==> src/core/svm_pkg.sv <==
package svm_pkg;
	// Register addresses
	localparam logic [15:0] CTRL_ADDR      = 16'hFFBE;
	localparam logic [15:0] LEVEL_ADDR     = 16'hFFBF;
	// Field positions and reset values
	localparam int          CTRL_ON_BIT    = 7;
	localparam int          CTRL_MODE_BIT  = 1;
	localparam int          CTRL_FLAG_BIT  = 0;
	localparam logic [7:0]  CTRL_RESET     = 8'h00;
	localparam logic [7:0]  LEVEL_RESET    = 8'h00;
	localparam logic [3:0]  LEVEL_DEFAULT  = 4'hA;
	localparam logic [3:0]  LEVEL_MAX_CODE = 4'hA;
	// Timing
	localparam int          CLK_MHZ        = 25;
	localparam int          MIN_PULSE_US   = 200;
	localparam int          MIN_PULSE_CYC  = MIN_PULSE_US * CLK_MHZ;
	localparam int          PULSE_CNT_W    = 13;
	// Sources of the device reset
	typedef enum logic [1:0] {
		SVM_RST_OTHER,
		SVM_RST_OWN,
		SVM_RST_DEFAULT
	} svm_rst_src_t;
endpackage : svm_pkg

==> src/core/svm_filter_if.sv <==
`timescale 1ns/100ps
`default_nettype none
// Carries the synchronised comparator level and the filtered result
interface svm_filter_if;
	logic raw_below;
	logic enable;
	logic below;
	modport owner (output raw_below, output enable, input below);
	modport filter (input raw_below, input enable, output below);
endinterface : svm_filter_if
`default_nettype wire

==> src/core/svm_ctrl.sv <==
// Function
// - Reset mode holds reset while supply low
// - Interrupt mode pulses on both crossings
// - Control bit 0 reads below-level flag
// - Control bit 7 enables the comparator
// - Own reset keeps enable and mode
// - Default start holds reset below fixed level
// - Level bits 3..0 pick eleven thresholds
// - Level register survives own reset only
// - Flag sets after minimum low pulse
// - Disabling while low in interrupt mode raises an interrupt
// - Own reset sets reset-cause bit 0
// - Every reset sets the interrupt mask
`timescale 1ns/100ps
`default_nettype none
module svm_ctrl #(
	parameter int PULSE_CYC = svm_pkg::MIN_PULSE_CYC
) (
	// Clock and reset
	input  wire logic        mclk,
	input  wire logic        rst_n,
	// Device reset source and option
	input  wire logic [1:0]  reset_source,
	input  wire logic        default_start_option,
	// Register port
	input  wire logic [15:0] addr,
	input  wire logic        wr_en,
	input  wire logic        bit_wr,
	input  wire logic [2:0]  bit_sel,
	input  wire logic [7:0]  wr_data,
	input  wire logic        rd_en,
	output logic [7:0]       rd_data,
	// Analog comparator
	input  wire logic        comp_below,
	output logic             comp_on,
	output logic [3:0]       comp_level,
	output logic             level_reserved,
	// Reset and interrupt
	output logic             supply_reset,
	output logic             supply_irq,
	output logic             supply_irq_mask,
	output logic             lowsupply_reset_cause,
	output logic             reset_by_default
);
	//////////////////////////////////////////////////////////////////
	// Reset release and input synchronisers
	logic [1:0] rst_sync_reg;
	logic       srst_n;
	logic [1:0] comp_sync_reg;

	// Release the reset through two flops
	always_ff @(posedge mclk or negedge rst_n) begin
		if (!rst_n) begin
			rst_sync_reg <= 2'b00;
		end else begin
			rst_sync_reg <= {rst_sync_reg[0], 1'b1};
		end
	end
	assign srst_n = rst_sync_reg[1];

	// Comparator output comes from the analog side
	always_ff @(posedge mclk or negedge srst_n) begin
		if (!srst_n) begin
			comp_sync_reg <= 2'b00;
		end else begin
			comp_sync_reg <= {comp_sync_reg[0], comp_below};
		end
	end

	//////////////////////////////////////////////////////////////////
	// Filter
	svm_filter_if fif ();
	logic         on_reg;
	logic         default_on;

	svm_filter #(.PULSE_CYC(PULSE_CYC)) u_filter (
		.clk   (mclk),
		.rst_n (srst_n),
		.fi    (fif.filter)
	);
	assign fif.raw_below = comp_sync_reg[1];
	assign fif.enable    = on_reg | default_on;

	//////////////////////////////////////////////////////////////////
	// Registers
	logic       on_next;
	logic       mode_reg;
	logic       mode_next;
	logic [3:0] level_reg;
	logic [3:0] level_next;
	logic       cause_reg;
	logic       cause_next;
	logic       cause_hold_reg;
	logic       dflt_reg;
	logic       dflt_next;
	logic       mask_reg;
	logic       mask_next;
	logic       rst_out_reg;
	logic       rst_out_next;
	logic       irq_reg;
	logic       irq_next;
	logic       below_d_reg;
	logic       below_d_next;
	logic [7:0] rd_reg;
	logic [7:0] rd_next;
	logic       opt_reg;
	logic       started_reg;
	logic       ctrl_sel;
	logic       level_sel;
	logic [7:0] ctrl_view;
	logic [7:0] ctrl_wr;
	logic [7:0] level_view;
	logic [7:0] level_wr;

	// Default start runs until software takes over with its own enable
	assign default_on = opt_reg & started_reg & ~on_reg;
	assign ctrl_sel   = (addr == svm_pkg::CTRL_ADDR);
	assign level_sel  = (addr == svm_pkg::LEVEL_ADDR);
	// Unused bits read zero
	assign ctrl_view  = {on_reg, 5'b0_0000, mode_reg, fif.below};
	assign level_view = {4'h0, level_reg};

	// Merge byte or single-bit writes
	always_comb begin
		ctrl_wr  = ctrl_view;
		level_wr = level_view;
		if (bit_wr) begin
			ctrl_wr[bit_sel]  = wr_data[0];
			level_wr[bit_sel] = wr_data[0];
		end else begin
			ctrl_wr  = wr_data;
			level_wr = wr_data;
		end
	end

	// Next register and output values
	always_comb begin
		on_next      = on_reg;
		mode_next    = mode_reg;
		level_next   = level_reg;
		cause_next   = cause_reg;
		dflt_next    = dflt_reg;
		mask_next    = mask_reg;
		below_d_next = fif.below;
		irq_next     = 1'b0;
		rd_next      = rd_reg;
		if (wr_en && ctrl_sel) begin
			on_next   = ctrl_wr[svm_pkg::CTRL_ON_BIT];
			mode_next = ctrl_wr[svm_pkg::CTRL_MODE_BIT];
		end
		if (wr_en && level_sel) begin
			level_next = level_wr[3:0];
		end
		if (rd_en) begin
			rd_next = ctrl_sel ? ctrl_view : (level_sel ? level_view : 8'h00);
		end
		// Interrupt on either crossing while enabled in interrupt mode
		if (on_reg && !mode_reg && (fif.below != below_d_reg)) begin
			irq_next = 1'b1;
		end
		// Turning off while low also raises a request
		if (on_reg && !on_next && !mode_reg && comp_sync_reg[1]) begin
			irq_next = 1'b1;
		end
		// Reset while low in reset mode, or under default start
		rst_out_next = (on_reg && mode_reg && fif.below)
			|| (default_on && fif.below);
		if (rst_out_next && !rst_out_reg) begin
			cause_next = 1'b1;
			dflt_next  = default_on && !(on_reg && mode_reg);
		end
	end

	// Capture the default start option once after release
	always_ff @(posedge mclk or negedge srst_n) begin
		if (!srst_n) begin
			opt_reg     <= 1'b0;
			started_reg <= 1'b0;
		end else if (!started_reg) begin
			opt_reg     <= default_start_option;
			started_reg <= 1'b1;
		end
	end

	// Status registers; every reset sets the mask and clears all the others
	always_ff @(posedge mclk or negedge srst_n) begin
		if (!srst_n) begin
			rd_reg      <= svm_pkg::CTRL_RESET;
			mask_reg    <= 1'b1;
			rst_out_reg <= 1'b0;
			irq_reg     <= 1'b0;
			below_d_reg <= 1'b0;
			dflt_reg    <= 1'b0;
			cause_reg   <= 1'b0;
		end else begin
			rd_reg      <= rd_next;
			mask_reg    <= started_reg ? mask_next : 1'b1;
			rst_out_reg <= rst_out_next;
			irq_reg     <= irq_next;
			below_d_reg <= below_d_next;
			dflt_reg    <= dflt_next;
			cause_reg   <= cause_next;
		end
	end

	// Keep enable, mode and level across own non-default resets
	always_ff @(posedge mclk) begin
		if (!started_reg) begin
			if (reset_source != 2'(svm_pkg::SVM_RST_OWN)) begin
				on_reg    <= svm_pkg::CTRL_RESET[svm_pkg::CTRL_ON_BIT];
				mode_reg  <= svm_pkg::CTRL_RESET[svm_pkg::CTRL_MODE_BIT];
				level_reg <= svm_pkg::LEVEL_RESET[3:0];
			end
			if (reset_source == 2'(svm_pkg::SVM_RST_OTHER)) begin
				cause_hold_reg <= 1'b0;
			end else if (reset_source == 2'(svm_pkg::SVM_RST_OWN)) begin
				cause_hold_reg <= 1'b1;
			end else begin
				cause_hold_reg <= 1'b0;
			end
		end else begin
			on_reg    <= on_next;
			mode_reg  <= mode_next;
			level_reg <= level_next;
			if (cause_reg) begin
				cause_hold_reg <= 1'b1;
			end
		end
	end

	//////////////////////////////////////////////////////////////////
	// Outputs
	logic [3:0] lvl_out_reg;
	logic       on_out_reg;
	logic       resv_reg;

	// Comparator controls straight from flops
	always_ff @(posedge mclk or negedge srst_n) begin
		if (!srst_n) begin
			on_out_reg  <= 1'b0;
			lvl_out_reg <= svm_pkg::LEVEL_DEFAULT;
			resv_reg    <= 1'b0;
		end else begin
			on_out_reg  <= on_next | default_on;
			lvl_out_reg <= default_on ? svm_pkg::LEVEL_DEFAULT : level_next;
			resv_reg    <= level_next > svm_pkg::LEVEL_MAX_CODE;
		end
	end

	assign comp_on               = on_out_reg;
	assign comp_level            = lvl_out_reg;
	assign level_reserved        = resv_reg;
	assign rd_data               = rd_reg;
	assign supply_reset          = rst_out_reg;
	assign supply_irq            = irq_reg;
	assign supply_irq_mask       = mask_reg;
	assign lowsupply_reset_cause = cause_hold_reg;
	assign reset_by_default      = dflt_reg;
endmodule : svm_ctrl
`default_nettype wire

==> src/core/svm_filter.sv <==
`timescale 1ns/100ps
`default_nettype none
// Qualifies a falling supply over a least pulse width; rising clears at once
module svm_filter #(
	parameter int PULSE_CYC = svm_pkg::MIN_PULSE_CYC
) (
	// Clock and reset
	input wire logic    clk,
	input wire logic    rst_n,
	// Comparator side
	svm_filter_if.filter fi
);
	logic [svm_pkg::PULSE_CNT_W-1:0] cnt_reg;
	logic [svm_pkg::PULSE_CNT_W-1:0] cnt_next;
	logic                            below_reg;
	logic                            below_next;

	// Count how long the supply has stayed under the level
	always_comb begin
		cnt_next   = cnt_reg;
		below_next = below_reg;
		if (!fi.enable || !fi.raw_below) begin
			cnt_next   = '0;
			below_next = 1'b0;
		end else if (cnt_reg >= svm_pkg::PULSE_CNT_W'(PULSE_CYC - 1)) begin
			below_next = 1'b1;
		end else begin
			cnt_next = cnt_reg + 1'b1;
		end
	end

	// State registers
	always_ff @(posedge clk or negedge rst_n) begin
		if (!rst_n) begin
			cnt_reg   <= '0;
			below_reg <= 1'b0;
		end else begin
			cnt_reg   <= cnt_next;
			below_reg <= below_next;
		end
	end

	assign fi.below = below_reg;
endmodule : svm_filter
`default_nettype wire

==> config.mk <==
export PLATFORM = sky130hd
export DESIGN_NAME = svm_ctrl
export DESIGN_NICKNAME = d
export VERILOG_FILES = /design/src/core/svm_pkg.sv /design/src/core/svm_filter_if.sv /design/src/core/svm_ctrl.sv /design/src/core/svm_filter.sv
export SDC_FILE = /design/constraint.sdc
export NUM_CORES = 1
export LEC_CHECK = 0
export ABC_AREA = 1
export BUFFER_PORTS_ARGS = -buffer_cell sky130_fd_sc_hd__buf_2
export CORE_ASPECT_RATIO = 0.6
export CORE_UTILIZATION = 53
export CTS_CLUSTER_SIZE = 8
export DETAILED_ROUTE_END_ITERATION = 8
export PLACE_DENSITY = 0.77
export SLEW_MARGIN = 20
export SYNTH_ARGS = -nofsm -noshare
export SYNTH_HDL_FRONTEND = slang
export SYNTH_SLANG_ARGS = --single-unit
==> constraint.sdc <==
create_clock -name mclk -period 1.4 [get_ports mclk]
set_clock_uncertainty 0.1 [all_clocks]
set_input_delay 0.14 -clock mclk [delete_from_list [all_inputs] [get_ports mclk]]
set_output_delay 0.14 -clock mclk [all_outputs]
set_load 0.01 [all_outputs]
# Yosys cells after proc, flatten, opt, wreduce, memory -nomap -nowiden
# Cells that the tools add are included.
[classes]
bitwise_logic = 5
eq_ne = 8
add_sub_neg = 1
mux = 28
order_cmp = 4
n_reduce_logical = 25
[ops]
columns = ["op", "n"]
rows = [
  ["$eq 16x16->1 const B", 2],
  ["$mux 13", 2],
  ["$mux 4", 6],
  ["$bwmux 8", 2],
  ["$mux 8", 2],
  ["$mux 1", 15],
  ["$add 13x1->13 const B", 1],
  ["$ge 13x13->1 const B", 1],
  ["$logic_and 1x1->1", 13],
  ["$logic_not 1->1", 6],
  ["$ne 2x1->1 const B", 3],
  ["$gt 4x4->1 const B", 1],
  ["$lt 3x4->1 const B", 1],
  ["$reduce_bool 2->1", 2],
  ["$demux 1 s3", 1],
  ["$ge 3x1->1 const B", 1],
  ["$and 1x1->1", 2],
  ["$eq 2x1->1 const B", 1],
  ["$logic_not 2->1", 1],
  ["$logic_or 1x1->1", 2],
  ["$ne 2x2->1 const B", 1],
  ["$or 1x1->1", 2],
  ["$reduce_and 2->1", 1],
  ["$ne 1x1->1", 1],
  ["$not 1->1", 1],
]
[word_totals]
reg_bits = 47
inputBits = 36

# Longest topological paths before layout
[logic_depth]
word_depth = 12
ltp_mapped = 10

# Hierarchy
# A second synthesis with hierarchy kept.
[hier_totals]
cells_unflattened = 325
area_unflattened_um2 = 2373.5
[modules_own_cells]
columns = ["mod", "area_each_um2", "cells_each", "instances", "seq_area_each_um2"]
rows = [
  ["svm_ctrl", 1433.9, 180, 1, 763.2],
  ["svm_filter", 939.7, 145, 1, 350.3],
]

# Worst setup path before layout
# OpenSTA, ideal clock, no wires.
[synth_timing]
path_type = "register -> register"
start = "register u_filter.cnt_reg[0] (netlist name)"
end = "register u_filter.cnt_reg[5] (netlist name)"
path_stages_with_launch = 10
path_slack_ns = -0.052
arrival_ns = 1.287
synth_period_minus_slack_ns = 1.452
path_buffers = 1
cell_sequence = "dfrtp_1 -> ha_1 -> nand2_1 -> inv_1 -> nand4_1 -> nand3_2 -> nand2_4 -> buf_6 -> nand3_1 -> nand2_1"
[synth_via]
elab_chain_len = 3
elab_cells_between_ends = 5
classes_between = "add/sub (1); order compare (1); eq/ne (1); mux (2)"
[synth_rtl]
columns = ["item", "line", "rtl"]
rows = [
  ["from (decl)", "svm_filter.sv:13", "logic [svm_pkg::PULSE_CNT_W-1:0] cnt_reg;"],
  ["from (signal assigned)", "svm_filter.sv:38", "cnt_reg <= cnt_next;"],
  ["$add 13x1->13", "svm_filter.sv:28", "cnt_next = cnt_reg + 1'b1;"],
  ["$mux 13", "svm_filter.sv:25", "end else if (cnt_reg >= svm_pkg::PULSE_CNT_W'(PULSE_CYC - 1)) begin"],
  ["$mux 13", "svm_filter.sv:22", "if (!fi.enable || !fi.raw_below) begin"],
]
# Parallel ways exist; a longest one is shown, timed or not. The select of a mux whose other input is x is not followed.
# A chain may end at the register's enable or synchronous reset.

# Worst setup path after layout
[layout_timing]
start = "register u_filter.cnt_reg[7] (netlist name)"
end = "register u_filter.cnt_reg[10] (netlist name)"
# The elaborated chain is that of the path after synthesis.

==> key figures <==
Power
  • PD cells: 896 mW/mm^2
  • Static Leak: around 1.6 nW
  • Total power: around 0.0028 W
  • Max VDD drop: just under 0.6 mV

Final layout
  • Antenna cells: 0
  • Share of cells above drive strength 1: about a third
  • Util after Layout: about 80%
  • Area grow syn2layout: 37.7%
  • Max FFs per register: 13
  • Non-Filler Instances: roughly 440
  • Nets: ~420

Min path
  • Worst min path class: input port to asynchronous set/reset pin

Route
  • Initial DRC count: between 200 and 300
  • Routed WL per cell: between 10 and 15 um
  • Final wirelength: 5940 um
  • Iteration count of the initial detailed-routing pass: 5
  • Via Count: roughly 2,300
  • Vias/cell: about 5.1
  • DRC: 0
  • Number of routed nets with antenna violations: 0

Synthesis
  • Mapped Area: 0.00225 sq mm
  • Mux cell area share after synthesis: 0%
  • Yosys warns: 0
  • Xor/xnor cell area share of the yosys netlist: 3.88%
  • Post-Syn Instances: 294
  • Sequential area share after synthesis: 49.4%
  • Post-Synth Adder-Cell Area: less than 1%
  • Simple-Gate Fraction of Synth Area: around a third
  • Syn Area/Cell: around 7.7 sq um
  • Compound-Gate Fraction of Synth Area: roughly 6.8%
  • Post-synthesis register bit count: 43
  • Synth unique cells: 29
  • Largest family of logic cells by synthesized area: simple AND/OR/NAND/NOR gates

Die
  • Die W: 86.2 um
  • Die Ht: approximately 53 um
  • Core area: about 0.0039 sq mm
  • Full die area: ~0.0045 sq mm
  • Initial Utilization: 58.2%
  • FP Rows: 17
  • I/O pins: 55

Timing
  • Post-layout min period: roughly 1600 ps
  • Final hold vios: 0
  • Final period util: 112%
  • Setup_tns: -1370 ps
  • Final WS setup: -171 ps
  • Final hold slack: 57.8 ps
  • Setup violators final: 13
  • RSZ-0062 raised after global routing: true
  • Final Max Slew Viols: 0
  • Fmax: 0.636 GHz

Flow run
  • Max capacitance violation total: 0

Worst setup path
  • Worst path slowest cell: dfrtp_1
  • Critical-path cell list: inv_2 > nor3_4 > nand4_1 > nand3_2 > nand2_4 > buf_12 > nand2_4 > o21ai_4
  • CP startpoint kind: flop
  • Worst path most repeated cell: nand2_4
  • Worst-case reg-to-reg path depth: 8
  • Worst path required time: about 1500 ps
  • Worst setup EP type: flop
  • Critical path fanouts, max: 8
  • Crit path DAT: approximately 1700 ps
  • CP Class: flop to flop
  • Max stage delay on crit path: between 300 and 400 ps

Run status
  • Status: finished, violations left
  • Failing checks: negative setup slack

Placement
  • DP Cell Count: roughly 430
  • Port Buf Inserts: 47
  • Post-DP HPWL: ~4500 um
  • Routability cong.: 0.938

Clock network
  • Clock Sinks: 43
  • Root buffer cell: clkbuf_8
  • CTS clk-pin slew, worst paths: about 80 ps
  • Max H-tree Level: 2
  • CTS tree: done
  • CTS Buf Count: 5
  • Clk_lat worst skew: 290 ps
  • Clock buffer depth: 2

Global routing
  • Vias in the first global route: ~2,000
  • Gr usage total: 29.5%
  • Final global-route overflow total: 0
  • Largest net degree at the start of global routing: 26
  • First-pass GRT wire length: about 9700 um
  • Initial antenna violation count: 0
[timing repair]
item / CTS / global route
resized for setup: 18 / 10
hold endpoints to repair: 4 / 0
hold buffers: 3 / 0
pin swaps: 4 / 5
setup endpoints to repair: 13 / 21
buffers inserted: 1 / 4
[cells by family (layout without fill, tap and decap cells)]
group | after synthesis | in the layout
AOI/OAI and AO/OA | 27 | 27
xor gates and xnor gates | 10 | 10
adders and majority gates | 1 | 1
buffers and inverters | 39 | 128
DFF | 43 | 43
other | 2 | 6
and+or+nand+nor | 172 | 172
[Yosys cell counts]
cell | number | area [sq um]
buf_6 | 1 | 11.3
a21oi_1 | 13 | 65.1
nand2_1 | 106 | 398
dfstp_2 | 2 | 52.6
nor3_1 | 5 | 25.0
conb_1 | 2 | 7.51
nand3_2 | 1 | 10.0
o21ai_2 | 4 | 35.0
inv_1 | 28 | 105
edfxtp_1 | 7 | 210
xor2_1 | 9 | 78.8
nor2_1 | 34 | 128
nand4_1 | 4 | 25.0
nand3_1 | 17 | 85.1
clkinv_1 | 1 | 3.75
nor3b_1 | 1 | 7.51
xnor2_1 | 1 | 8.76
o31ai_1 | 1 | 7.51
nor3_2 | 1 | 10.0
o21ai_0 | 8 | 40.0
o21ai_1 | 1 | 5.00
ha_1 | 1 | 12.5
inv_2 | 3 | 11.3
nand2_4 | 1 | 11.3
dfrtp_1 | 34 | 851
and3_1 | 1 | 6.26
nor2_2 | 1 | 6.26
clkbuf_1 | 2 | 7.51
buf_4 | 4 | 30.0
[worst paths after layout]
path                                                  from                          endpoint  slack [ps]
max                        u_filter.cnt_reg[7]$_DFFE_PN0P_  u_filter.cnt_reg[10]$_DFFE_PN0P_        -170
min                                                  rst_n         rst_sync_reg[1]$_DFF_PN0_          60
max reg2reg                u_filter.cnt_reg[7]$_DFFE_PN0P_  u_filter.cnt_reg[10]$_DFFE_PN0P_        -170
min reg2reg                      rst_sync_reg[1]$_DFF_PN0_        comp_sync_reg[0]$_DFF_PN0_          80
max in group asynchronous        rst_sync_reg[1]$_DFF_PN0_  u_filter.cnt_reg[11]$_DFFE_PN0P_         630
min in group mclk                                    rd_en            rd_data[2]$_DFFE_PN0P_          70
[critical path: cells and delay by family (launching register included)]
| kind | cells | cell delay [ps] |
|---|---|---|
| buffers and inverters | 2 | 230 |
| AOI/OAI and AO/OA | 1 | 60 |
| DFF | 1 | 370 |
| and+or+nand+nor | 5 | 690 |
[placed cells by master, fill, tap and decap left out, types with 4 or more instances in the layout]
| cell type | Yosys | layout |
|---|---|---|
| a21oi_1 | 13 | 12 |
| buf_2 | 0 | 47 |
| buf_4 | 4 | 35 |
| clkbuf_8 | 0 | 5 |
| conb_1 | 2 | 6 |
| dfrtp_1 | 34 | 34 |
| edfxtp_1 | 7 | 7 |
| inv_1 | 28 | 24 |
| inv_2 | 3 | 7 |
| nand2_1 | 106 | 96 |
| nand2_2 | 0 | 5 |
| nand2_4 | 1 | 6 |
| nand3_1 | 17 | 16 |
| nand4_1 | 4 | 4 |
| nor2_1 | 34 | 33 |
| o21ai_0 | 8 | 6 |
| o21ai_2 | 4 | 4 |
| xor2_1 | 9 | 9 |
[area by class of cell]
cell class	instances	area [sq um]
Multi-Input combinational cell	216	1080
Sequential cell	43	1110
Tap cell	57	71.3
Fill cell	276	767
Clock inverter	2	60.1
Timing Repair Buffer	88	588
Clock buffer	6	72.6
Inverter	32	120
[metal layers]
metal	share of wire [%]	up-vias	global-route usage [%]
met3	8.2	8	6.61
met1	49	1034	43.8
li1	-	1102	-
met5	0	-	0
met2	41	108	44.2
met4	1.5	0	6.94
[stage by stage]
stage          cell area, sq um  setup WS [ps]
4_1_cts                    3040           -108
5_1_grt                    3100           -244
6_report                   3100           -171
3_5_place_dp               2820           -178
2_1_floorplan              2280          -27.4
3_3_place_gp               2820          -91.5
[where the power goes]
group          internal (W)  leakage (nW)  total [W]  switching (W)
sequential          0.00132         0.549    0.00135      0.0000311
combinational      0.000130          1.00   0.000302       0.000172
clock              0.000713        0.0654    0.00112       0.000411
total               0.00217          1.62    0.00278       0.000614
Power figures use the tool's default switching activity.
